[src/design/mb_master_cfg.svh]
`ifndef MB_MASTER_CFG_SVH
`define MB_MASTER_CFG_SVH

// Clock and link timing
`define CLK_HZ 20000000
`define BAUD_RATE 9600
`define CHAR_BITS 11
// Gaps in half character times
`define FRAME_GAP_HALF 8'h07
`define BYTE_GAP_HALF 8'h03
`define RSP_TIMEOUT_HALF 8'hC8

// Function codes
`define FN_READ 8'h03
`define FN_WRITE_ONE 8'h06
`define FN_WRITE_MANY 8'h10
`define FN_EXC_BIT 7
`define MAX_WORDS 16'h0010

// Frame layout
`define REQ_LEN_SHORT 6'h06
`define REQ_LEN_MANY 6'h07
`define RSP_MIN_BYTES 6'h03
`define RSP_DATA_FIRST 6'h03

// ASCII framing
`define CHR_START 8'h3A
`define CHR_CR 8'h0D
`define CHR_LF 8'h0A
`define CHR_DIGIT0 8'h30
`define CHR_DIGIT9 8'h39
`define CHR_UPPER_A 8'h41
`define CHR_UPPER_F 8'h46
`define CHR_LETTER_BASE 8'h37

// Checksums
`define CRC_INIT 16'hFFFF
`define CRC_POLY 16'hA001
`define LRC_INIT 8'h00

`endif

[src/design/mb_master_pkg.sv]
package mb_master_pkg;

	typedef enum logic [2:0] {PH_IDLE, PH_GAP, PH_TX, PH_DRAIN, PH_RX} phase_t;

	typedef struct packed {
		logic ascii;
		logic [7:0] station;
		logic [7:0] func;
		logic [15:0] start;
		logic [15:0] count;
	} cmd_t;

	typedef struct packed {
		logic timeout;
		logic bad_cmd;
		logic ok;
		logic exc;
		logic [7:0] code;
		logic [4:0] words;
	} rsp_t;

	typedef struct packed {
		phase_t ph;
		cmd_t cmd;
		logic [15:0] div;
		logic [7:0] gap;
		logic [1:0] tpos;
		logic nib;
		logic [5:0] tidx;
		logic [15:0] crc;
		logic [7:0] lrc;
		logic txv;
		logic [7:0] txb;
		logic de;
		logic rdy;
		logic [5:0] ridx;
		logic rnib;
		logic [3:0] rhi;
		logic rbad;
		logic [7:0] rbc;
		logic [7:0] rhb;
		logic [15:0] rw;
		logic rwv;
		rsp_t rsp;
		logic rspv;
	} master_st_t;

endpackage : mb_master_pkg

[src/design/data_fifo.sv]
`timescale 1ns/10ps
`default_nettype none
module data_fifo #(
	parameter int WIDTH = 16,
	parameter int DEPTH = 16
) (
	input wire logic core_clk_in,
	input wire logic rst_b_in,
	input wire logic [WIDTH-1:0] in_data_in,
	input wire logic in_valid_in,
	output logic in_ready_out,
	output logic [WIDTH-1:0] out_data_out,
	output logic out_valid_out,
	input wire logic out_ready_in,
	output logic [$clog2(DEPTH):0] count_out
);
	localparam int AW = $clog2(DEPTH);

	typedef struct packed {
		logic [AW-1:0] wp;
		logic [AW-1:0] rp;
		logic [AW:0] cnt;
		logic full;
		logic empty;
		logic room;
		logic [WIDTH-1:0] dout;
	} fifo_st_t;

	fifo_st_t s_q, s_d;
	logic [WIDTH-1:0] mem [DEPTH];
	logic push, pop;

	always_comb begin
		s_d = s_q;
		push = in_valid_in & ~s_q.full;
		pop = out_ready_in & ~s_q.empty;
		s_d.wp = s_q.wp + AW'(push);
		s_d.rp = s_q.rp + AW'(pop);
		s_d.cnt = s_q.cnt + (AW+1)'(push) - (AW+1)'(pop);
		s_d.full = (s_d.cnt == (AW+1)'(DEPTH));
		s_d.empty = (s_d.cnt == '0);
		s_d.room = ~s_d.full;
		// Head word is registered; bypass when writing the slot about to be read
		s_d.dout = (push && s_q.wp == s_d.rp) ? in_data_in : mem[s_d.rp];
	end

	always_ff @(posedge core_clk_in) begin
		if (push) begin
			mem[s_q.wp] <= in_data_in;
		end
	end

	always_ff @(posedge core_clk_in or negedge rst_b_in) begin
		if (!rst_b_in) begin
			s_q <= '{wp: '0, rp: '0, cnt: '0, full: 1'b0, empty: 1'b1, room: 1'b1, dout: '0};
		end else begin
			s_q <= s_d;
		end
	end

	assign in_ready_out = s_q.room;
	assign out_valid_out = ~s_q.empty;
	assign out_data_out = s_q.dout;
	assign count_out = s_q.cnt;
endmodule : data_fifo
`default_nettype wire

[src/design/modbus_master.sv]
// Function
// - Frames are separated by idle longer than 3.5 characters; that idle ends a frame.
// - Inside a frame, gaps between bytes stay at most 1.5 characters.
// - ASCII frame: colon, address, function, data, LRC, CR LF.
// - ASCII bytes go as two hex characters, high nibble first, 0-9 and A-F.
// - Fractions travel as scaled hex integers, 0.10 as 0x0A.
// - Read request: address, function, start address and count up to 16, high first.
// - RTU CRC goes low byte first, then high byte.
// - Multiple write 0x10: start, count up to 16, byte count, values.
// - ASCII function code is two characters, like 0x30 0x33.
// - ASCII start address and count take four characters, LRC two.
// - Half-duplex shared link; slaves transmit only when answering.
// - CRC LSB first, init 0xffff, reflected polynomial 0xa001.
// - LRC is two's complement of the carry-free byte sum, address to data.
`timescale 1ns/10ps
`default_nettype none
`include "mb_master_cfg.svh"
module modbus_master
	import mb_master_pkg::*;
#(
	parameter int HALF_CHAR_CYC = `CLK_HZ * `CHAR_BITS / (2 * `BAUD_RATE)
) (
	input wire logic core_clk_in,
	input wire logic rst_b_in,
	input wire cmd_t cmd_in,
	input wire logic cmd_valid_in,
	output logic cmd_ready_out,
	input wire logic [15:0] wr_word_in,
	input wire logic wr_valid_in,
	output logic wr_ready_out,
	output logic [15:0] rd_word_out,
	output logic rd_valid_out,
	output rsp_t rsp_out,
	output logic rsp_valid_out,
	output logic [7:0] tx_byte_out,
	output logic tx_valid_out,
	input wire logic tx_ready_in,
	output logic drv_en_out,
	input wire logic [7:0] rx_byte_in,
	input wire logic rx_valid_in
);
	master_st_t s_q, s_d;
	logic [15:0] fifo_word;
	logic fifo_pop;
	logic [4:0] fifo_cnt;

	data_fifo #(.WIDTH(16), .DEPTH(16)) u_fifo (
		.core_clk_in(core_clk_in),
		.rst_b_in(rst_b_in),
		.in_data_in(wr_word_in),
		.in_valid_in(wr_valid_in),
		.in_ready_out(wr_ready_out),
		.out_data_out(fifo_word),
		.out_valid_out(),
		.out_ready_in(fifo_pop),
		.count_out(fifo_cnt)
	);

	function automatic logic [15:0] crc_step(input logic [15:0] c, input logic [7:0] b);
		logic [15:0] r;
		r = c ^ {8'h00, b};
		for (int i = 0; i < 8; i++) begin
			r = r[0] ? ((r >> 1) ^ `CRC_POLY) : (r >> 1);
		end
		return r;
	endfunction : crc_step

	function automatic logic [7:0] hex_chr(input logic [3:0] v);
		return (v < 4'hA) ? (`CHR_DIGIT0 + {4'h0, v}) : (`CHR_LETTER_BASE + {4'h0, v});
	endfunction : hex_chr

	logic [5:0] len;
	logic [7:0] bt;
	logic [4:0] need;
	logic half, take, is_hex, word_lo;
	logic [7:0] rb;
	logic [3:0] rnv;

	// Request byte at the current transmit index
	always_comb begin
		if (s_q.cmd.func == `FN_WRITE_MANY) begin
			len = `REQ_LEN_MANY + {s_q.cmd.count[4:0], 1'b0};
		end else begin
			len = `REQ_LEN_SHORT;
		end
		unique case (s_q.tidx)
			6'h00: bt = s_q.cmd.station;
			6'h01: bt = s_q.cmd.func;
			6'h02: bt = s_q.cmd.start[15:8];
			6'h03: bt = s_q.cmd.start[7:0];
			6'h04: bt = (s_q.cmd.func == `FN_WRITE_ONE) ? fifo_word[15:8] : s_q.cmd.count[15:8];
			6'h05: bt = (s_q.cmd.func == `FN_WRITE_ONE) ? fifo_word[7:0] : s_q.cmd.count[7:0];
			6'h06: bt = {s_q.cmd.count[6:0], 1'b0};
			default: bt = s_q.tidx[0] ? fifo_word[15:8] : fifo_word[7:0];
		endcase
		if (s_q.tidx == len) begin
			bt = s_q.cmd.ascii ? (~s_q.lrc + 8'h01) : s_q.crc[7:0];
		end else if (s_q.tidx == len + 6'h01) begin
			bt = s_q.crc[15:8];
		end
		// Release a write word only once its low byte has gone out
		word_lo = (s_q.cmd.func == `FN_WRITE_ONE) ? (s_q.tidx == 6'h05) :
			(s_q.cmd.func == `FN_WRITE_MANY && s_q.tidx >= 6'h08 && !s_q.tidx[0]);
		unique case (s_q.cmd.func)
			`FN_WRITE_ONE: need = 5'h01;
			`FN_WRITE_MANY: need = s_q.cmd.count[4:0];
			default: need = 5'h00;
		endcase
	end

	always_comb begin
		s_d = s_q;
		s_d.rwv = 1'b0;
		s_d.rspv = 1'b0;
		fifo_pop = 1'b0;
		take = 1'b0;
		rb = rx_byte_in;
		is_hex = (rx_byte_in >= `CHR_DIGIT0 && rx_byte_in <= `CHR_DIGIT9) ||
			(rx_byte_in >= `CHR_UPPER_A && rx_byte_in <= `CHR_UPPER_F);
		rnv = (rx_byte_in <= `CHR_DIGIT9) ? rx_byte_in[3:0] : 4'(rx_byte_in - `CHR_LETTER_BASE);
		half = (s_q.div == 16'(HALF_CHAR_CYC - 1));
		s_d.div = half ? 16'h0000 : s_q.div + 16'h0001;
		if (rx_valid_in) begin
			s_d.gap = 8'h00;
		end else if (half && s_q.gap != 8'hFF) begin
			s_d.gap = s_q.gap + 8'h01;
		end
		unique case (s_q.ph)
			PH_IDLE: begin
				if (cmd_valid_in && s_q.rdy) begin
					s_d.cmd = cmd_in;
					if ((cmd_in.func != `FN_READ && cmd_in.func != `FN_WRITE_ONE && cmd_in.func != `FN_WRITE_MANY) ||
						(cmd_in.func != `FN_WRITE_ONE && (cmd_in.count == 16'h0000 || cmd_in.count > `MAX_WORDS))) begin
						s_d.rsp = '{timeout: 1'b0, bad_cmd: 1'b1, ok: 1'b0, exc: 1'b0, code: 8'h00, words: 5'h00};
						s_d.rspv = 1'b1;
					end else begin
						s_d.rdy = 1'b0;
						s_d.ph = PH_GAP;
					end
				end
			end
			PH_GAP: begin
				// Speak only after a full frame gap and with every write word queued
				if (s_q.gap >= `FRAME_GAP_HALF && fifo_cnt >= need) begin
					s_d.ph = PH_TX;
					s_d.de = 1'b1;
					s_d.tidx = 6'h00;
					s_d.nib = 1'b0;
					s_d.tpos = s_q.cmd.ascii ? 2'h0 : 2'h1;
					s_d.crc = `CRC_INIT;
					s_d.lrc = `LRC_INIT;
				end
			end
			PH_TX: begin
				if (!s_q.txv || tx_ready_in) begin
					s_d.txv = 1'b1;
					if (s_q.cmd.ascii) begin
						unique case (s_q.tpos)
							2'h0: begin
								s_d.txb = `CHR_START;
								s_d.tpos = 2'h1;
							end
							2'h1: begin
								s_d.txb = hex_chr(s_q.nib ? bt[3:0] : bt[7:4]);
								s_d.nib = ~s_q.nib;
								if (s_q.nib) begin
									s_d.tidx = s_q.tidx + 6'h01;
									if (s_q.tidx < len) begin
										s_d.lrc = s_q.lrc + bt;
										fifo_pop = word_lo;
									end else begin
										s_d.tpos = 2'h2;
									end
								end
							end
							2'h2: begin
								s_d.txb = `CHR_CR;
								s_d.tpos = 2'h3;
							end
							2'h3: begin
								s_d.txb = `CHR_LF;
								s_d.ph = PH_DRAIN;
							end
						endcase
					end else begin
						s_d.txb = bt;
						s_d.tidx = s_q.tidx + 6'h01;
						if (s_q.tidx < len) begin
							s_d.crc = crc_step(s_q.crc, bt);
							fifo_pop = word_lo;
						end else if (s_q.tidx == len + 6'h01) begin
							s_d.ph = PH_DRAIN;
						end
					end
				end
			end
			PH_DRAIN: begin
				if (tx_ready_in) begin
					s_d.txv = 1'b0;
					s_d.de = 1'b0;
					s_d.ph = PH_RX;
					s_d.gap = 8'h00;
					s_d.ridx = 6'h00;
					s_d.rnib = 1'b0;
					s_d.rbad = 1'b0;
					s_d.crc = `CRC_INIT;
					s_d.lrc = `LRC_INIT;
					s_d.rsp = '0;
				end
			end
			PH_RX: begin
				if (rx_valid_in) begin
					if (s_q.cmd.ascii) begin
						if (rx_byte_in == `CHR_START) begin
							s_d.ridx = 6'h00;
							s_d.rnib = 1'b0;
							s_d.rbad = 1'b0;
							s_d.lrc = `LRC_INIT;
							s_d.rsp = '0;
						end else if (is_hex) begin
							s_d.rnib = ~s_q.rnib;
							s_d.rhi = rnv;
							take = s_q.rnib;
							rb = {s_q.rhi, rnv};
						end else if (rx_byte_in != `CHR_CR && rx_byte_in != `CHR_LF) begin
							s_d.rbad = 1'b1;
						end
					end else begin
						take = 1'b1;
						if (s_q.ridx != 6'h00 && s_q.gap >= `BYTE_GAP_HALF) begin
							s_d.rbad = 1'b1;
						end
					end
				end
				if (take) begin
					s_d.ridx = (s_q.ridx == 6'h3F) ? s_q.ridx : s_q.ridx + 6'h01;
					s_d.crc = crc_step(s_q.crc, rb);
					s_d.lrc = s_q.lrc + rb;
					if (s_q.ridx == 6'h00 && rb != s_q.cmd.station) begin
						s_d.rbad = 1'b1;
					end
					if (s_q.ridx == 6'h01) begin
						s_d.rsp.exc = rb[`FN_EXC_BIT];
						if (rb[6:0] != s_q.cmd.func[6:0]) begin
							s_d.rbad = 1'b1;
						end
					end
					if (s_q.ridx == 6'h02) begin
						s_d.rbc = rb;
						s_d.rsp.code = s_q.rsp.exc ? rb : 8'h00;
						if (!s_q.rsp.exc && s_q.cmd.func == `FN_READ && rb != {s_q.cmd.count[6:0], 1'b0}) begin
							s_d.rbad = 1'b1;
						end
					end
					if (!s_q.rsp.exc && s_q.cmd.func == `FN_READ && s_q.ridx >= `RSP_DATA_FIRST &&
						s_q.ridx < `RSP_DATA_FIRST + s_q.rbc[5:0]) begin
						if (s_q.ridx[0]) begin
							s_d.rhb = rb;
						end else begin
							s_d.rw = {s_q.rhb, rb};
							s_d.rwv = 1'b1;
							s_d.rsp.words = s_q.rsp.words + 5'h01;
						end
					end
				end
				// End of reply: LF in ASCII, frame gap in RTU; checksums fold to zero over the whole frame
				if ((s_q.cmd.ascii && rx_valid_in && rx_byte_in == `CHR_LF) ||
					(!s_q.cmd.ascii && !rx_valid_in && s_q.ridx != 6'h00 && s_q.gap >= `FRAME_GAP_HALF)) begin
					s_d.rsp.ok = !s_q.rbad && s_q.ridx >= `RSP_MIN_BYTES &&
						(s_q.cmd.ascii ? (s_q.lrc == 8'h00) : (s_q.crc == 16'h0000));
					s_d.rspv = 1'b1;
					s_d.rdy = 1'b1;
					s_d.ph = PH_IDLE;
				end else if (s_q.ridx == 6'h00 && !rx_valid_in && s_q.gap >= `RSP_TIMEOUT_HALF) begin
					s_d.rsp.timeout = 1'b1;
					s_d.rspv = 1'b1;
					s_d.rdy = 1'b1;
					s_d.ph = PH_IDLE;
				end
			end
		endcase
	end

	always_ff @(posedge core_clk_in or negedge rst_b_in) begin
		if (!rst_b_in) begin
			s_q <= '0;
			s_q.ph <= PH_IDLE;
			s_q.rdy <= 1'b1;
			s_q.crc <= `CRC_INIT;
		end else begin
			s_q <= s_d;
		end
	end

	assign cmd_ready_out = s_q.rdy;
	assign rd_word_out = s_q.rw;
	assign rd_valid_out = s_q.rwv;
	assign rsp_out = s_q.rsp;
	assign rsp_valid_out = s_q.rspv;
	assign tx_byte_out = s_q.txb;
	assign tx_valid_out = s_q.txv;
	assign drv_en_out = s_q.de;
endmodule : modbus_master
`default_nettype wire

[config.mk]
export PLATFORM = sky130hd
export DESIGN_NAME = modbus_master
export DESIGN_NICKNAME = d
export VERILOG_FILES = /design/src/design/mb_master_pkg.sv /design/src/design/data_fifo.sv /design/src/design/modbus_master.sv
export VERILOG_INCLUDE_DIRS = /design/src /design/src/design
export SDC_FILE = /design/constraint.sdc
export NUM_CORES = 1
export LEC_CHECK = 0
export ABC_AREA = 1
export BUFFER_PORTS_ARGS = -buffer_cell sky130_fd_sc_hd__buf_2
export CORE_ASPECT_RATIO = 0.9
export CORE_MARGIN = 1.5
export CORE_UTILIZATION = 65
export DETAILED_ROUTE_END_ITERATION = 10
export PLACE_DENSITY_LB_ADDON = 0.12
export SETUP_SLACK_MARGIN = 0.02
export SYNTH_ARGS = -nofsm -noshare
export SYNTH_HDL_FRONTEND = slang
export SYNTH_SLANG_ARGS = --single-unit
[constraint.sdc]
create_clock -name core_clk_in -period 9.6 [get_ports core_clk_in]
set_clock_uncertainty 0.05 [all_clocks]
set_input_delay 0.48 -clock core_clk_in [delete_from_list [all_inputs] [get_ports core_clk_in]]
set_output_delay 0.48 -clock core_clk_in [all_outputs]
set_load 0.1 [all_outputs]
==> results of run 1 <==
==> registers in the layout, summed over array words and instances, names as in the netlist <==
register             flops
u_fifo.mem             256
rd_word_out             16
tx_valid_out             1
u_fifo.in_ready_out      1
cmd_ready_out            1
drv_en_out               1
tx_byte_out              8
rd_valid_out             1
u_fifo.out_data_out     16
s_q                    135
u_fifo.s_q              10
u_fifo.count_out         5
rsp_valid_out            1
rsp_out                 17
==> layout make-up <==
class	count	area share
Inverter	272	0.0382
Clock inverter	29	0.0123
Antenna cell	2	0.000187
Multi-Input combinational cell	1657	0.358
Sequential cell	469	0.488
Timing Repair Buffer	159	0.0334
Tap cell	476	0.0223
Clock buffer	57	0.0473
==> how the worst max path moves through the flow <==
stage,startpoint,to,depth (start not counted)
2_1_floorplan,s_q[131]$_DFFE_PN0P_,u_fifo.out_data_out[8]$_DFF_PN0_,21
3_3_place_gp,s_q[182]$_DFFE_PN0P_,u_fifo.out_data_out[8]$_DFF_PN0_,20
3_5_place_dp,s_q[182]$_DFFE_PN0P_,u_fifo.out_data_out[9]$_DFF_PN0_,20
4_1_cts,s_q[182]$_DFFE_PN0P_,u_fifo.out_data_out[5]$_DFF_PN0_,20
5_1_grt,s_q[181]$_DFFE_PN0P_,u_fifo.out_data_out[9]$_DFF_PN0_,21
6_report,s_q[182]$_DFFE_PN0P_,u_fifo.out_data_out[9]$_DFF_PN0_,20
==> cell families (layout without fill, tap and decap cells) <==
group,Yosys count,count (layout)
multiplexers,55,55
buffers and inverters,408,517
XOR/XNOR,56,56
AO/OA/AOI/OAI,503,503
other,0,2
adder cells (fa/ha/maj),69,69
flip-flops,469,469
AND/OR/NAND/NOR,974,974
==> metal layers <==
metal,up-vias,GRT usage,wire length (um)
met1,9200,0.458,26600
li1,8871,-,-
met2,884,0.545,30700
met3,140,0.0475,4900
met5,-,0,40
met4,6,0.126,2270
==> power breakdown <==
| part | total, W | switching [W] | internal [W] |
|---|---|---|---|
| combinational | 0.00406 | 0.00278 | 0.00128 |
| clock | 0.00190 | 0.000800 | 0.00111 |
| sequential | 0.00285 | 0.000312 | 0.00254 |
==> cell usage after synthesis, types with 4 or more instances <==
master | number | area, sq um
dfrtp_1 | 194 | 4850
clkbuf_1 | 77 | 289
a21oi_1 | 76 | 380
nand2_1 | 395 | 1480
o21a_1 | 8 | 60.1
nor2_4 | 7 | 78.8
mux2i_1 | 32 | 320
a31oi_1 | 21 | 131
buf_2 | 6 | 30.0
o21ai_1 | 14 | 70.1
o211ai_1 | 54 | 405
nand2_4 | 5 | 56.3
xor2_2 | 4 | 65.1
buf_1 | 5 | 18.8
edfxtp_1 | 256 | 7690
clkinv_1 | 6 | 22.5
buf_4 | 46 | 345
o32ai_1 | 41 | 359
inv_2 | 14 | 52.6
o21ai_0 | 187 | 936
nor3_1 | 36 | 180
nor2_1 | 308 | 1160
xnor2_1 | 10 | 87.6
o221ai_1 | 37 | 324
nor4_1 | 18 | 113
a221oi_1 | 4 | 35.0
nand3_2 | 13 | 130
mux2_2 | 23 | 259
nand2_2 | 27 | 169
dfstp_2 | 19 | 499
o22ai_1 | 16 | 100
xor2_1 | 41 | 359
nor2_2 | 7 | 43.8
inv_1 | 251 | 942
a22oi_1 | 5 | 37.5
nor3b_1 | 5 | 37.5
a211oi_1 | 12 | 90.1
nand3_1 | 110 | 551
ha_1 | 66 | 826
o2111ai_1 | 5 | 43.8
nand4_1 | 26 | 163
==> what timing repair did <==
action | CTS | global route
endpoints found under the hold margin | 72 | 0
hold buffers | 1 | 0
gates resized for setup | 0 | 0
==> stage by stage <==
stage          cells  setup WS (ps)  cell area [sq um]
4_1_cts         3119           3900              26700
3_3_place_gp    3032           4090              25100
5_1_grt         3120           3260              26700
2_1_floorplan   2534           5470              24300
3_5_place_dp    3032           3920              25100
6_report        3121           3780              26700
==> metrics.yaml, run 1 <==
synthAdderAreaFrac: 0.0364
max_stage_delay_ps: 840
status: "completed"
syn_area_sq_um: 24300
routed_wl_mm: 64.5
reg2reg_slack_ps: 3780
ys_ff_latch: 469
pin_count: 126
r2r.worst_path.cells: 20
synth_ff_type: "edfxtp_1"
synth-simple-area-share: 0.179
grt_start_max_net_pins: 131
worst_pin_slew_ps: 1190
total_leakage_power_nw: 11.5
syn_nets: 2682
yosysWarningCount: 0
relSlewSlack: 0.203
async_flop_share: 0.454
grt_pass1_vias: 18000
arrival_ps: 6260
seqCellArea_sq_um: 13000
die_y_um: 186
clk_pin_slew_worst_paths_ps: 60
fin_util: 0.732
synth_top_family_by_area: "simple AND/OR/NAND/NOR gates"
slowest_stage: "buf_4"
vias: 19100
grt.total_usage: 0.335
rsz0062_at_grt: "false"
fmax_mhz: 172
drc: 0
cp_top_family: "buffers and inverters"
initial_core_util: 0.666
multiInputGateArea_sq_um: 9570
drv_cap: 0
dr.pass1.iters: 5
cts_setup_buffers: 0
synth_compound_area_frac: 0.131
fin_crit_ps: 5820
antenna_found_initial: 4
hold_end: "s_q[154]$_DFFE_PN0P_"
core-area_sq_um: 36500
rr_startpoint: "s_q[182]$_DFFE_PN0P_"
syn_to_final_growth_pct: 9.96
synth_edf_count: 256
clk_path_buf_depth: 3
htree_levels: 2
wl_per_cell_um: 20.7
hp-start: "cmd_in[23]"
path_max_fanout: 130
cts_root_buffer: "clkbuf_16"
hold_viol: 0
post-route-period-util: 0.606
grt-ovfl-total: 0
drtAntennaViolNets: 0
cts_made_buffers: 47
maxSlewViolCount: 0
yosysUniqueCellTypes: 69
path_class: "flop to flop"
mostFrequentLayoutCell: "nand2_1"
drt_iter0_drc: 2252
cts_tree: "built"
place_congestion: 0.960
synth_xor_area_frac: 0.0222
hpwlAfterDp_mm: 43.5
synth_cells: 2534
syn_area_per_cell_sq_um: 9.59
path_buf_inv: 7
nets: 2754
drive_gt1_frac: 0.141
cp-end-kind: "flop"
synth_seq_area_share: 0.537
mostFrequentLayoutCells: "nand2_1, nor2_1, edfxtp_1"
clock-sinks: 469
grt_pass1_wl_mm: 99.4
die_w_um: 207
port_buffers: 125
worst_hold_slack_ps: 66.3
setup_viol: 0
ir_drop_uv: 265
viasPerCell: 6.12
total_power_w: 0.00881
hold_depth: 2
synthMuxAreaShare: 0.0238
clk_latency_ps: 600
r2r-end: "u_fifo.out_data_out[9]$_DFF_PN0_"
fin_tns_setup_ps: 0
cp.required_ps: 10040
dieArea_sq_um: 38600
worstSetupStartpointType: "flop"
power-per-cell-area_nw_per_um2: 330
fillers: 2602
hold_class: "primary input to flop"
path_cells: "nor2_1, inv_1, nor2_2, clkinv_1, nor2_1, buf_4, inv_1, a21oi_1, inv_1, nor4_1, ha_4, ha_4, buf_4, nand2_1, nand2_1, a2111oi_0, o21ai_2, buf_4, nor2_1, a31oi_1"
num_rows: 66
(Power assumes the default switching activity.)
==> inputs of run 2 (changes only) <==
ABC_AREA = 0   (was 1)
CORE_UTILIZATION = 56   (was 65)
clock period = 5.3 ns   (was 9.6 ns; I/O delays follow)
==> run 2 against run 1 <==
Net effect: via count is 20% lower; clock power is 77% higher; worst setup slack worse by 3500 ps; global-route usage is 5.9 points lower; final cell count is 18% lower; hold slack worse by 35 ps; non-clock buffer count is 117 higher; critical path type unchanged; largest power group is now registers.
==> metrics.yaml, run 2 <==
dieArea_sq_um: 42900  # +11%
antenna_found_initial: 1  # -3
yosysUniqueCellTypes: 91  # +32%
path_cells: "inv_1, ha_2, nor4b_4, or2_1, o41ai_1, or4_4, or4_1, or3_1, a31oi_4, inv_1, ha_1, a21o_1, a21o_1, a21oi_2, o21bai_1, a21oi_1, xnor2_1, xnor2_1, o32ai_1, a21o_1"
ir_drop_uv: 316  # +19%
p_switching_w: 0.00252  # -35%
drc: 0  # unchanged
grt.total_usage: 0.276  # -0.0589
pin_count: 126  # unchanged
mostFrequentLayoutCell: "edfxtp_1"
hold_viol: 0  # unchanged
clkPwrFrac: 0.359  # +0.143
power-per-cell-area_nw_per_um2: 346  # +4.8%
crit_path_frequent_cell: "a21o_1"
yosysTopAreaCellShare: 0.329  # +0.0129
mostFrequentLayoutCells: "edfxtp_1, dfrtp_1, nand2_1"
hold_class: "primary input to flop"
pwr-share-seq: 0.475  # +0.152
clock-sinks: 469  # unchanged
synth_cells: 1796  # -29%
cp.required_ps: 5730  # -4310 ps
total_leakage_power_nw: 10.6  # -7.8%
total_power_w: 0.00936  # +6.2%
maxSlewViolCount: 0  # unchanged
grt_pass1_vias: 15400  # -14%
fmax_mhz: 200  # +17%
initial_core_util: 0.571  # -0.0950
ys_ff_latch: 469  # unchanged
drive_gt1_frac: 0.250  # +0.109
viasPerCell: 5.94  # -2.9%
syn_area_sq_um: 23300  # -3.9%
dr.pass1.iters: 5  # unchanged
synth_seq_area_share: 0.559  # +0.0220
yosysWarningCount: 0  # unchanged
wl_met2_mm: 29.7  # -3.5%
cts_made_buffers: 47  # unchanged
post-route-period-util: 0.942  # +0.336
p_sw_frac: 0.270  # -0.172
diodes: 0  # -2
die_w_um: 218  # +5.5%
synthTopCellsByCount: "edfxtp_1, dfrtp_1, nand2_1"
wl_per_cell_um: 22.6  # +9.2%
comb_power_share: 0.166  # -0.295
nets: 2145  # -22%
num_rows: 70  # +6.1%
arrival_ps: 5420  # -840 ps
fin_util: 0.662  # -0.0703
yosys.area.top_type: "edfxtp_1"
wl_met3_mm: 3.04  # -38%
synth.most_common_cell: "edfxtp_1"
grt_pass1_wl_mm: 89.7  # -9.8%
max_stage_delay_ps: 550  # -290 ps
drt_iter0_drc: 1234  # -45%
fin_crit_ps: 4990  # -827 ps
rsz0062_at_grt: "false"
clk_latency_ps: 590  # about the same
port_buffers: 125  # unchanged
wl_met1_mm: 23.9  # -9.9%
hpwlAfterDp_mm: 38.2  # -12%
synth_ff_type: "edfxtp_1"
synth_edf_count: 256  # unchanged
intPower_w: 0.00683  # +39%
grt_start_max_net_pins: 117  # -11%
drtAntennaViolNets: 0  # unchanged
synthTopCellsByArea: "edfxtp_1, dfrtp_1, mux4_2, mux2_2, ha_1"
worst_pin_slew_ps: 1010  # -188 ps
cp-end-kind: "flop"
fin_tns_setup_ps: 0  # unchanged
die_y_um: 197  # +5.5%
path_max_fanout: 11  # -92%
cts_tree: "built"
dr.max_layer_used: "met4"
clk_path_buf_depth: 3  # unchanged
slowest_stage: "or4_4"
place_congestion: 0.922  # -4.0%
async_flop_share: 0.454  # unchanged
syn_nets: 1944  # -28%
relSlewSlack: 0.324  # +0.121
syn_area_per_cell_sq_um: 13.0  # +36%
vias: 15300  # -20%
grt-ovfl-total: 0  # unchanged
path_class: "flop to flop"
syn_to_final_growth_pct: 15.9
largest_register_ffs: 256  # unchanged
setup_viol: 0  # unchanged
routed_wl_mm: 58.1  # -10%
status: "completed"
cts_setup_buffers: 0  # unchanged
core-area_sq_um: 40900  # +12%
cts_root_buffer: "clkbuf_16"
top_register: "u_fifo.mem"
worstSetupStartpointType: "flop"
drv_cap: 0  # unchanged
htree_levels: 2  # unchanged
fillers: 3002  # +15%
clk_pin_slew_worst_paths_ps: 60  # about the same
## run 2: final timing paths
| path | from | to | slack [ps] | cells past startpoint |
|---|---|---|---|---|
| max in group asynchronous | rst_b_in | s_q[58]$_DFFE_PN0P_ | 3830 | 3 |
| min in group asynchronous | rst_b_in | s_q[108]$_DFF_PN0_ | 220 | 2 |
| max reg2reg | s_q[132]$_DFFE_PN0P_ | s_q[81]$_DFFE_PN0P_ | 310 | 20 |
| max | s_q[132]$_DFFE_PN0P_ | s_q[81]$_DFFE_PN0P_ | 310 | 20 |
| min reg2reg | s_q[40]$_DFFE_PN0P_ | s_q[40]$_DFFE_PN0P_ | 430 | 2 |
| min | rx_byte_in[7] | rd_word_out[7]$_DFFE_PN0P_ | 30 | 3 |
## run 2: cell families after synthesis
group | count (synthesis) | synth area share
xor gates and xnor gates | 135 | 0.0540
buffers and inverters | 182 | 0.0365
muxes | 195 | 0.131
adders and majority gates | 69 | 0.0379
AOI/OAI and AO/OA | 304 | 0.0870
and+or+nand+nor | 442 | 0.0949
DFF | 469 | 0.559
## run 2: metrics by stage
| step | setup WS [ps] | cell area [sq um] | std cells | hold WS [ps] |
|---|---|---|---|---|
| 2_1_floorplan | 31.3 | 23300 | 1796 | -80.6 |
| 3_5_place_dp | 98.9 | 24800 | 2417 | 305 |
| 5_1_grt | 22.8 | 27100 | 2572 | 45.2 |
| 6_report | 305 | 27100 | 2572 | 31.2 |
| 4_1_cts | 78.3 | 27000 | 2572 | 4.09 |
| 3_3_place_gp | 207 | 24800 | 2417 | 289 |
## run 2: power by group through the flow
stage                     sequential (W)  clock, W  combinational (W)
after floorplan                  0.00444         0            0.00102
after global placement           0.00449         0            0.00147
after detailed placement         0.00451         0            0.00149
after CTS                        0.00444   0.00343            0.00155
after global routing             0.00447   0.00356            0.00169
final                            0.00444   0.00336            0.00155
## run 2: repair_timing
action,CTS,global route
endpoints found under the hold margin,393,0
gates resized for setup,0,6
setup endpoints to repair,0,1
hold buffers,71,0
## run 2: final cells by class
class,count,area [sq um],share of cell area
inverter,58,218,0.00804
timing repair buffer,276,2020,0.0747
multi-input combinational,1145,9550,0.353
clock buffer,59,1300,0.0481
clock inverter,25,264,0.00975
sequential,469,13000,0.482
tap,540,676,0.0250
## run 2: critical path, delay by kind of cell (launching register included)
family / cells / cell delay [ps]
compound gates: 9 / 1440
flops: 1 / 380
xor+xnor: 2 / 280
simple gates: 5 / 1900
fa+ha+maj: 2 / 680
buf+inv: 2 / 170
## run 2: metal layers
metal,track usage,up-vias
met2,0.477,429
li1,-,7056
met4,0.0861,0
met1,0.364,7698
met5,0,-
met3,0.0366,95
